<file path="src/inc/lsm_pkg.sv">
// Package: lane map modes, lane word layout and frame carriers
package lsm_pkg;

	// ------------------------------------------------------------
	// Widths
	// ------------------------------------------------------------
	localparam int MODE_W = 7;
	localparam int SAMP12_W = 12;
	localparam int CPLX_W = 15;
	localparam int LANE_W = 16;
	localparam int LANES_PER_SIDE = 6;
	localparam int BYP_SAMPLES = 16;
	localparam int CPLX_SAMPLES = 4;
	localparam int GROUP_LANES = 3;
	localparam int GROUP_W = 4 * SAMP12_W;
	localparam int BUF_DEPTH = 2;

	// ------------------------------------------------------------
	// Lane map mode codes
	// ------------------------------------------------------------
	localparam logic [MODE_W-1:0] MODE_19 = 7'h13;
	localparam logic [MODE_W-1:0] MODE_20 = 7'h14;
	localparam logic [MODE_W-1:0] MODE_42 = 7'h2a;
	localparam logic [MODE_W-1:0] MODE_21 = 7'h15;
	localparam logic [MODE_W-1:0] MODE_43 = 7'h2b;
	localparam logic [MODE_W-1:0] MODE_22 = 7'h16;
	localparam logic [MODE_W-1:0] MODE_36 = 7'h24;
	localparam logic [MODE_W-1:0] MODE_23 = 7'h17;
	localparam logic [MODE_W-1:0] MODE_46 = 7'h2e;
	localparam logic [MODE_W-1:0] MODE_24 = 7'h18;
	localparam logic [MODE_W-1:0] MODE_38 = 7'h26;
	localparam logic [MODE_W-1:0] MODE_61 = 7'h3d;
	localparam logic [MODE_W-1:0] MODE_64 = 7'h40;
	localparam logic [MODE_W-1:0] MODE_69 = 7'h45;
	localparam logic [MODE_W-1:0] MODE_71 = 7'h47;

	// Active lanes per side for each complex layout and for bypass
	localparam logic [2:0] DEC8_L2_LANES = 3'h1;
	localparam logic [2:0] DEC_L4_LANES = 3'h2;
	localparam logic [2:0] DEC4_L8_LANES = 3'h4;
	localparam logic [2:0] BYP_LANES = 3'h6;

	// Reset values
	localparam logic MODE_ERR_RST = 1'b0;

	// ------------------------------------------------------------
	// Types
	// ------------------------------------------------------------
	typedef enum logic [2:0] {
		MC_NONE,
		MC_BYP_SINGLE,
		MC_BYP_DUAL,
		MC_DEC4_L4,
		MC_DEC4_L8,
		MC_DEC8_L2,
		MC_DEC8_L4
	} lsm_class_t;

	typedef struct packed {
		logic [BYP_SAMPLES-1:0][SAMP12_W-1:0] samp;
		logic [CPLX_SAMPLES-1:0][CPLX_W-1:0] inph;
		logic [CPLX_SAMPLES-1:0][CPLX_W-1:0] quad;
		logic [CPLX_SAMPLES-1:0] inphaseOverrangeFlag;
		logic [CPLX_SAMPLES-1:0] quadratureOverrangeFlag;
	} lsm_frame_t;

	typedef struct packed {
		logic [LANES_PER_SIDE-1:0][LANE_W-1:0] sideALane;
		logic [LANES_PER_SIDE-1:0][LANE_W-1:0] sideBLane;
		logic [LANES_PER_SIDE-1:0] sideAEn;
		logic [LANES_PER_SIDE-1:0] sideBEn;
	} lsm_lanes_t;

endpackage : lsm_pkg

</file>
<file path="src/hdl/lsm_lane_buf.sv">
// Shift-register buffer between the mapper and the link layer
`timescale 1ns/1ns
module lsm_lane_buf #(
	parameter int WIDTH = 8,
	parameter int DEPTH = 2
) (
	input wire logic clk_sys,
	input wire logic reset,
	input wire logic [WIDTH-1:0] inData,
	input wire logic inValid,
	output logic inReady,
	output logic [WIDTH-1:0] outData,
	output logic outValid,
	input wire logic outReady
);

	localparam int CNT_W = $clog2(DEPTH + 1);
	localparam logic [CNT_W-1:0] DEPTH_C = CNT_W'(DEPTH);
	localparam logic [CNT_W-1:0] ONE_C = CNT_W'(1);

	// ------------------------------------------------------------
	// Storage and occupancy
	// ------------------------------------------------------------
	// Head always sits in entry 0 so the output is a plain flop
	logic [WIDTH-1:0] memQ [DEPTH];
	logic [WIDTH-1:0] memD [DEPTH];
	logic [CNT_W-1:0] cntQ;
	logic [CNT_W-1:0] cntD;
	logic [CNT_W-1:0] wrIdx;
	logic readyQ;
	logic validQ;
	wire push = inValid & readyQ;
	wire pop = validQ & outReady;

	assign wrIdx = pop ? cntQ - ONE_C : cntQ;
	assign cntD = cntQ + CNT_W'(push) - CNT_W'(pop);

	genvar i;
	generate
		for (i = 0; i < DEPTH; i++) begin : g_entry
			wire logic [WIDTH-1:0] shifted;
			if (i == DEPTH - 1) begin : g_last
				assign shifted = pop ? '0 : memQ[i];
			end else begin : g_mid
				assign shifted = pop ? memQ[i+1] : memQ[i];
			end
			assign memD[i] = (push && wrIdx == CNT_W'(i)) ? inData : shifted;
			always_ff @(posedge clk_sys) begin
				if (reset) begin
					memQ[i] <= '0;
				end else begin
					memQ[i] <= memD[i];
				end
			end
		end
	endgenerate

	always_ff @(posedge clk_sys) begin
		if (reset) begin
			cntQ <= '0;
			readyQ <= 1'b1;
			validQ <= 1'b0;
		end else begin
			cntQ <= cntD;
			readyQ <= cntD < DEPTH_C;
			validQ <= cntD != '0;
		end
	end

	assign inReady = readyQ;
	assign outValid = validQ;
	assign outData = memQ[0];

endmodule : lsm_lane_buf

</file>
<file path="src/hdl/lsm_lane_mapper.sv">
// Lane sample mapper: places converter samples on side A and B lanes
`timescale 1ns/1ns
module lsm_lane_mapper #(
	parameter int BUF_DEPTH = lsm_pkg::BUF_DEPTH
) (
	input wire logic clk_sys,
	input wire logic reset,
	input wire logic [lsm_pkg::MODE_W-1:0] laneMapMode,
	input wire lsm_pkg::lsm_frame_t frameIn,
	input wire logic frameValid,
	output logic frameReady,
	output lsm_pkg::lsm_lanes_t laneOut,
	output logic laneValid,
	input wire logic laneReady,
	output logic modeError
);

	localparam int LW = lsm_pkg::LANE_W;
	localparam int NL = lsm_pkg::LANES_PER_SIDE;
	localparam int GW = lsm_pkg::GROUP_W;

	// ------------------------------------------------------------
	// Mode decode
	// ------------------------------------------------------------
	function automatic lsm_pkg::lsm_class_t classify(
		input logic [lsm_pkg::MODE_W-1:0] m
	);
		lsm_pkg::lsm_class_t c;
		c = lsm_pkg::MC_NONE;
		unique case (m)
			lsm_pkg::MODE_19: c = lsm_pkg::MC_BYP_SINGLE;
			lsm_pkg::MODE_20,
			lsm_pkg::MODE_42: c = lsm_pkg::MC_BYP_DUAL;
			lsm_pkg::MODE_21,
			lsm_pkg::MODE_43: c = lsm_pkg::MC_DEC4_L4;
			lsm_pkg::MODE_22,
			lsm_pkg::MODE_36: c = lsm_pkg::MC_DEC4_L8;
			lsm_pkg::MODE_23,
			lsm_pkg::MODE_46: c = lsm_pkg::MC_DEC8_L2;
			lsm_pkg::MODE_24,
			lsm_pkg::MODE_38,
			lsm_pkg::MODE_61,
			lsm_pkg::MODE_64,
			lsm_pkg::MODE_69,
			lsm_pkg::MODE_71: c = lsm_pkg::MC_DEC8_L4;
			default: c = lsm_pkg::MC_NONE;
		endcase
		return c;
	endfunction : classify

	// The mode is read in the cycle of the frame it applies to, so a mode
	// change between frames lands cleanly on the next accepted frame
	wire lsm_pkg::lsm_class_t modeClass = classify(laneMapMode);
	wire isSingle = modeClass == lsm_pkg::MC_BYP_SINGLE;
	wire isDual = modeClass == lsm_pkg::MC_BYP_DUAL;
	wire isBypass = isSingle | isDual;
	wire isNone = modeClass == lsm_pkg::MC_NONE;

	// One flag per complex layout keeps the lane count select flat
	wire isDec4L4 = modeClass == lsm_pkg::MC_DEC4_L4;
	wire isDec4L8 = modeClass == lsm_pkg::MC_DEC4_L8;
	wire isDec8L2 = modeClass == lsm_pkg::MC_DEC8_L2;
	wire isDec8L4 = modeClass == lsm_pkg::MC_DEC8_L4;
	wire isFourLane = isDec4L4 | isDec8L4;

	// Number of complex lanes used on each side
	logic [2:0] cplxLanes;
	assign cplxLanes =
		isDec8L2 ? lsm_pkg::DEC8_L2_LANES :
		isDec4L8 ? lsm_pkg::DEC4_L8_LANES :
		isFourLane ? lsm_pkg::DEC_L4_LANES :
		3'h0;

	// ------------------------------------------------------------
	// 12-bit bypass packing
	// ------------------------------------------------------------
	// Four samples concatenated MSB first split into three 16-bit words,
	// so the nibble straddles across lanes fall out with no extra muxing
	// The dual layout reuses the same split with a different sample order
	logic [1:0][GW-1:0] grpA;
	logic [1:0][GW-1:0] grpB;
	logic [NL-1:0][LW-1:0] bypA;
	logic [NL-1:0][LW-1:0] bypB;

	genvar g;
	genvar k;
	generate
		for (g = 0; g < 2; g++) begin : g_group
			wire logic [GW-1:0] singA = {
				frameIn.samp[8*g],
				frameIn.samp[8*g+2],
				frameIn.samp[8*g+4],
				frameIn.samp[8*g+6]
			};
			wire logic [GW-1:0] singB = {
				frameIn.samp[8*g+1],
				frameIn.samp[8*g+3],
				frameIn.samp[8*g+5],
				frameIn.samp[8*g+7]
			};
			// Dual channel: A on samp 0..7, B on samp 8..15
			wire logic [GW-1:0] dualA = {
				frameIn.samp[4*g],
				frameIn.samp[4*g+1],
				frameIn.samp[4*g+2],
				frameIn.samp[4*g+3]
			};
			wire logic [GW-1:0] dualB = {
				frameIn.samp[8+4*g],
				frameIn.samp[8+4*g+1],
				frameIn.samp[8+4*g+2],
				frameIn.samp[8+4*g+3]
			};
			assign grpA[g] = isDual ? dualA : singA;
			assign grpB[g] = isDual ? dualB : singB;
			for (k = 0; k < lsm_pkg::GROUP_LANES; k++) begin : g_word
				assign bypA[3*g+k] = grpA[g][GW-1-LW*k -: LW];
				assign bypB[3*g+k] = grpB[g][GW-1-LW*k -: LW];
			end
		end
	endgenerate

	// ------------------------------------------------------------
	// Complex lane words and lane selection
	// ------------------------------------------------------------
	// Complex words sit on the lowest lanes of each side; the two-lane
	// decimate-by-8 layout carries only sample 0 of each component, so
	// the upstream filter must deliver one complex sample per frame
	lsm_pkg::lsm_lanes_t mapped;

	genvar l;
	generate
		for (l = 0; l < NL; l++) begin : g_lane
			localparam logic [2:0] LIDX = 3'(l);
			wire logic [LW-1:0] cplxA;
			wire logic [LW-1:0] cplxB;
			wire logic useCplx = !isBypass && LIDX < cplxLanes;
			if (l < lsm_pkg::CPLX_SAMPLES) begin : g_cplx
				assign cplxA = {
					frameIn.inph[l],
					frameIn.inphaseOverrangeFlag[l]
				};
				assign cplxB = {
					frameIn.quad[l],
					frameIn.quadratureOverrangeFlag[l]
				};
			end else begin : g_nocplx
				assign cplxA = '0;
				assign cplxB = '0;
			end
			// Lanes a mode leaves unused send zero words
			assign mapped.sideALane[l] = isBypass ? bypA[l] :
				useCplx ? cplxA : '0;
			assign mapped.sideBLane[l] = isBypass ? bypB[l] :
				useCplx ? cplxB : '0;
			assign mapped.sideAEn[l] = isBypass | useCplx;
			assign mapped.sideBEn[l] = isBypass | useCplx;
		end
	endgenerate

	// ------------------------------------------------------------
	// Frame acceptance
	// ------------------------------------------------------------
	// The mapping is a fixed function of mode and frame, with no state
	// carried between frames, so every frame of one mode has the same layout
	logic bufReady;
	wire accept = frameValid & bufReady;
	wire pushValid = frameValid & !isNone;
	// Frames of an unsupported mode are taken and dropped
	// rather than stalled, so a bad mode code cannot wedge the source;
	// modeError marks that the last accepted frame was lost
	logic frameReadyQ;
	logic modeErrQ;

	// Updated only on acceptance so the flag stands until the next frame
	always_ff @(posedge clk_sys) begin
		if (reset) begin
			modeErrQ <= lsm_pkg::MODE_ERR_RST;
		end else if (accept) begin
			modeErrQ <= isNone;
		end
	end

	// Ready mirrors the buffer's own ready flop
	assign frameReadyQ = bufReady;
	assign frameReady = frameReadyQ;
	assign modeError = modeErrQ;

	// ------------------------------------------------------------
	// Output buffer
	// ------------------------------------------------------------
	// Two entries let the link layer stall for a cycle without losing
	// a frame; ready towards the source is the buffer's registered ready
	lsm_lane_buf #(
		.WIDTH($bits(lsm_pkg::lsm_lanes_t)),
		.DEPTH(BUF_DEPTH)
	// A full buffer takes no frame even when the head leaves that cycle;
	// one bubble keeps frameReady free of any path from laneReady
	) i_lsm_lane_buf (
		.clk_sys(clk_sys),
		.reset(reset),
		.inData(mapped),
		.inValid(pushValid),
		.inReady(bufReady),
		.outData(laneOut),
		.outValid(laneValid),
		.outReady(laneReady)
	);

endmodule : lsm_lane_mapper

</file>
<file path="config.mk">
export PLATFORM = sky130hd
export DESIGN_NAME = lsm_lane_mapper
export DESIGN_NICKNAME = d
export VERILOG_FILES = /design/src/inc/lsm_pkg.sv /design/src/hdl/lsm_lane_buf.sv /design/src/hdl/lsm_lane_mapper.sv
export SDC_FILE = /design/constraint.sdc
export NUM_CORES = 1
export LEC_CHECK = 0
export BUFFER_PORTS_ARGS = -buffer_cell sky130_fd_sc_hd__buf_2
export CORE_ASPECT_RATIO = 0.5
export CORE_MARGIN = 10
export CORE_UTILIZATION = 25
export DETAILED_ROUTE_END_ITERATION = 7
export PLACE_DENSITY = 0.48
export REMOVE_ABC_BUFFERS = 1
export SKIP_CTS_REPAIR_TIMING = 1
export SYNTH_ARGS = -nofsm -noshare
export SYNTH_HDL_FRONTEND = slang
export SYNTH_SLANG_ARGS = --single-unit
</file>
<file path="constraint.sdc">
create_clock -name clk_sys -period 3.3 [get_ports clk_sys]
set_input_delay 0.495 -clock clk_sys [delete_from_list [all_inputs] [get_ports clk_sys]]
set_output_delay 0.495 -clock clk_sys [all_outputs]
set_load 0.01 [all_outputs]
</file>
Word level (Yosys, flattened, before mapping):

Memories as Yosys holds them, arrays and structs flattened.
Cells that the tools add are included.
W data, S select, Z words.

* input port bits: 331
* register bits after elaboration: 5
* memories kept: 1
* output and inout bits: 207
* memory bits (writable): 408

* add/subtract/negate cells: 3
* reduce and logical (&&, ||, !) cells: 18
* order comparisons: 7
* equality and inequality tests: 22
* mux-type cells: 38
* bitwise gates (word level): 14

Memory list
* i_lsm_lane_buf.memQ: words 2, bits a word 204, rd ports 2, clocked after memory_dff 0, write ports 2, RTL line lsm_lane_buf.sv:25 `logic [WIDTH-1:0] memQ [DEPTH];`

Operator list (number)
* $mux W204: 6
* $mux W16: 20
* $mux W48: 3
* $eq A7 B5 Y1 const B: 6
* $eq A7 B6 Y1 const B: 6
* $mux W36: 1
* $eq A7 B7 Y1 const B: 3
* $pmux W3 S6: 1
* $or A1 B1 Y1: 10
* $eq A3 B3 Y1 const B: 3
* $logic_and A1 B1 Y1: 8
* $reduce_or A2 Y1: 4
* $eq A3 B2 Y1 const B: 2
* $lt A1 B3 Y1 const A: 2
* $lt A2 B3 Y1 const A: 2
* $lt A3 B3 Y1 const A: 2
* $mux W3: 2
* $reduce_or A6 Y1: 1
* $and A1 B1 Y1: 4
* $mux W2: 2
* $eq A3 B1 Y1 const B: 1
* $logic_not A3 Y1: 1
* $mux W1: 3
* $add A2 B1 Y2: 1
* other kinds (7): 8

Logic depth before layout (Yosys ltp):

* depth after elaboration: 14
* depth in mapped cells: 13

Cells and area by module:

A second synthesis with hierarchy kept.

* cell total of the unflattened synthesis: 2520
* area, all modules: 21640.8 µm²

By module, submodules not included
* lsm_lane_buf: area each 18691.7 µm², times used 1, sequential area each 8247.9 µm², cells an instance 2115
* lsm_lane_mapper: area each 2949.1 µm², times used 1, sequential area each 20.0 µm², cells an instance 405

Least setup slack after synthesis:

No wires, ideal clock.

* kind: input to register
* from: input port laneMapMode[1] in the netlist's numbering
* to: register i_lsm_lane_buf.readyQ (netlist: i_lsm_lane_buf.inReady)
* path slack: 0.448 ns
* arrival time: 2.706 ns
* path buffers: 3
* stages: 12
* setup time: 0.146 ns
* required time: 3.154 ns
* path through: buf_2 or3b_1 a2111oi_4 nor3_1 and4b_1 buf_2 clkbuf_1 nor2_1 ha_1 xnor2_1 xnor2_1 nand2_1

* cells in the longest elaborated chain, start to end: 10
* elaborated cells between the ends (all ways): 28

RTL lines
* from (decl): RTL line lsm_lane_mapper.sv:8 `input wire logic [lsm_pkg::MODE_W-1:0] laneMapMode,`
* $eq A7 B5 Y1, or another cell as far along: RTL line lsm_lane_mapper.sv:30 `unique case (m)`
* $reduce_or A6 Y1 / $reduce_or A2 Y1 (equally long branches): RTL line lsm_lane_mapper.sv:30
* $pmux W3 S6 *: RTL line lsm_lane_mapper.sv:30
* $logic_not A3 Y1 *: RTL line lsm_lane_mapper.sv:57 `wire isNone = modeClass == lsm_pkg::MC_NONE;`
* $logic_not A1 Y1 *: RTL line lsm_lane_mapper.sv:168 `wire pushValid = frameValid & !isNone;`
* $and A1 B1 Y1 *: RTL line lsm_lane_mapper.sv:168
* $and A1 B1 Y1 *: RTL line lsm_lane_buf.sv:32 `wire push = inValid & readyQ;`
* $add A2 B1 Y2 *: RTL line lsm_lane_buf.sv:36 `assign cntD = cntQ + CNT_W'(push) - CNT_W'(pop);`
* $sub A2 B1 Y2 *: RTL line lsm_lane_buf.sv:36
* $lt A2 B2 Y1 *: RTL line lsm_lane_buf.sv:65 `readyQ <= cntD < DEPTH_C;`
* to (signal assigned): RTL line lsm_lane_buf.sv:65
* to (decl): RTL line lsm_lane_buf.sv:30 `logic readyQ;`

Mark *: on every way between the ends. The rest lies on a longest branch, timed or not.
A chain may end at the register's enable or synchronous reset.

==> results.ini <==
[synth]
ys_ff_latch = 397
synth.largest_area_cell = dfxtp_1
synthArstFlopShare = 0
avgSynthCellArea_um2 = 8.512
synth_area_leaders = dfxtp_1 (42%), mux2i_1 (8.1%), nand3_1 (6.3%), o21ai_0 (6.0%), nand2_1 (4.9%)
ys_types = 51
synth-main-ff-cell = dfxtp_1
syn-cell-area_um2 = 18850
ys_warn_count = 0
synth-seq-area-share = 0.4216
synth_top_area_share = 0.4216
synthCells = 2215
synth_edf_count = 0

[global_route]
antenna_found_initial = 18
top_usage_layer = met2
grt.met3_usage = 0.02148
use_met1 = 0.2219
grt_pass1_vias = 19350
grt_pass1_wl_mm = 132.4
gr-usage-all-layers = 0.1927
use_met2 = 0.3549
grt_max_degree = 101
globalRouteOverflowTotal = 0

[worst_setup_path]
crit_chain = buf_2 -> or3b_1 -> a2111oi_4 -> buf_4 -> a22oi_1 -> a21oi_1 -> nand3_1 -> o31ai_1
critPathKind = in -> reg
critPathTopFamily = compound AO/OA/AOI/OAI gates
worstPathRequired_ps = 3780
start_kind = primary input
worstPathArrival_ps = 2950
rrSetupSlack_ps = 860
slowest_stage = buf_4
r2r-start = i_lsm_lane_buf.outValid
reg2regPathDepth = 8
end_kind = flip-flop
max_stage_delay_ps = 590
critical_path_buf_inv_count = 2
path_max_fanout = 42
rr_endpoint = i_lsm_lane_buf.memQ[0][100]

[run_status]
status = finished, final reports clean

[layout]
drive_gt1_frac = 0.2650
nNetsFinal = 2934
syn_to_final_growth_pct = 27.81
utilization = 0.3214

[route]
drt_iter0_drc = 2106
drc = 0
dr.pass1.iters = 6
vias_per_cell = 5.359
post_drt_wl_per_cell_um = 24.50
ant_nets = 0
num_vias = 19620
totalWireLength_mm = 89.69

[sta]
hold_viol = 0
max_slew_margin = 0.3575
rsz0062_at_grt = false
final.period_utilization = 0.7487
finalSetupViolations = 0
skew_ps = 26.68
max_freq_mhz = 404.7
tightest_slew_ps = 963.8
postLayoutSetupSlackWorst_ps = 829.3
finalCriticalPeriod_ps = 2471
final-max-slew-violation-count = 0

[floorplan]
die_area_um2 = 87460
die_x_um = 408.4
die_y_um = 214.2
rows = 71
start_util = 0.2515
pin_count = 538
coreArea_um2 = 74980

[clock_tree]
insertion_delay_ps = 560
clkSinkCount = 397
clkTransAtPathRegs_ps = 70
cts_tree = done
htree_levels = 2
cts_root_buffer = clkbuf_16
clockBufferDepth = 3
numCtsBuffers = 42

[place]
routabilityCongestion = 0.8548
dp_slack_ps = 303.9
port-buffer-count = 537
post-dp-hpwl_mm = 60.25

[hold_path]
hold_class = in -> reg
hold_start = frameValid
hold_depth = 3
min_to = modeError

[pwr]
p_per_area_nw_per_um2 = 510.8
p_switching_mw = 3.806
p_leak_nw = 9.040
internal-power_mw = 8.502
switching_share = 0.3092
power_frac_comb = 0.188
p_seq_frac = 0.398
p_clk_frac = 0.414
vdd_drop_max_mv = 0.3911

[run]
maxCapViolCount = 0

## cell usage in the layout (no fill, tap or decap), drive strengths merged, types with 5 or more instances in the layout
cell and instances:
buf 607, clkinv 6, nand2 248, a32oi 20
a211oi 32, a21oi 137, a221oi 8, clkbuf 61
a222oi 51, nand4 24, nor3 28, o2bb2ai 95
o21ai 229, bufinv 5, inv 7, a22o 28
dfxtp 397, and2 14, nor2 25, nand3 238
a22oi 84, o31ai 96, mux2i 152, diode 9
## layer usage
| metal | wire [um] | vias up | part of all wire |
|---|---|---|---|
| met4 | 4334 | 2 | 0.048 |
| met2 | 47410 | 648 | 0.53 |
| met1 | 34170 | 9697 | 0.38 |
| met3 | 3761 | 185 | 0.042 |
| li1 | - | 9089 | - |
| met5 | 12 | - | 0.00013 |
## cells by family after synthesis
kind of cell,Yosys count,share of synthesized area
AO/OA/AOI/OAI,789,0.2841
multiplexers,153,0.08130
AND/OR/NAND/NOR,601,0.1485
buffers and inverters,271,0.06232
XOR/XNOR,2,0.0009293
flip-flops,397,0.4216
adder cells (fa/ha/maj),2,0.001327
## cell usage after synthesis (4+ instances only)
master and count:
buf_6 7, nand3b_1 4, clkbuf_1 175, nor3_1 28, o31ai_1 96, a21oi_1 137, and2_1 14, a22o_1 28
nand4_1 24, a32oi_1 20, a211oi_1 32, a22oi_1 84, nor2b_1 4, mux2i_1 152, o21ai_0 227, a222oi_1 51
buf_1 17, a221oi_1 8, buf_2 56, nor2_1 24, dfxtp_1 397, buf_4 9, nand3_1 236, nand2b_1 4
nand2_1 247, inv_1 6, o2bb2ai_1 95
## power by group through the flow
stage	Clock, mW	Sequential, mW	Combinational [mW]
final	5.10	4.90	2.31
after detailed placement	0	5.01	2.30
after floorplan	0	5.03	0.951
after global routing	5.39	4.91	2.43
after CTS	5.21	4.90	2.31
after global placement	0	5.01	2.31
## through the flow
step           setup TNS [ps]  std cells  power (mW)  instance area (um^2)  hold WS (ps)
2_1_floorplan        -3390130       1950       5.977                 17700         428.1
3_3_place_gp                0       3579       7.318                 22630         439.7
3_5_place_dp                0       3579       7.313                 22630         442.8
4_1_cts                     0       3652       12.42                 24070         157.0
5_1_grt                     0       3661       12.73                 24100         199.4
6_report                    0       3661       12.31                 24100         188.7
## how the worst max path moves through the flow
stage                            start                     endpoint  slack (ps)  cells past startpoint
2_1_floorplan                laneReady   i_lsm_lane_buf.memQ[1][11]       -9620                      5
4_1_cts        i_lsm_lane_buf.outValid  i_lsm_lane_buf.memQ[0][100]         860                      8
6_report                laneMapMode[1]   i_lsm_lane_buf.memQ[0][69]         830                      8
3_5_place_dp            laneMapMode[1]   i_lsm_lane_buf.memQ[0][69]         300                      8
3_3_place_gp            laneMapMode[1]   i_lsm_lane_buf.memQ[0][69]         370                      8
5_1_grt        i_lsm_lane_buf.outValid  i_lsm_lane_buf.memQ[0][188]         660                      8
## sequential cells by signal (all words and copies together) (netlist names)
| register | cells |
|---|---|
| i_lsm_lane_buf.memQ | 392 |
| i_lsm_lane_buf.cntQ | 2 |
| i_lsm_lane_buf.outValid | 1 |
| i_lsm_lane_buf.inReady | 1 |
| modeError | 1 |
## worst min-delay path, cell delays in order
cell     delay, ps
buf_2          100
nand3_1         60
a21oi_1         50
## final cells by class
cell class	count	area (um^2)
Timing Repair Buffer	607	3561
Clock inverter	12	188.9
Antenna cell	9	22.52
Sequential cell	397	7948
Multi-Input combinational cell	1547	9817
Inverter	6	27.53
Fill cell	7983	50880
Tap cell	1022	1279
Clock buffer	61	1254
Power figures use the tool's default switching activity.
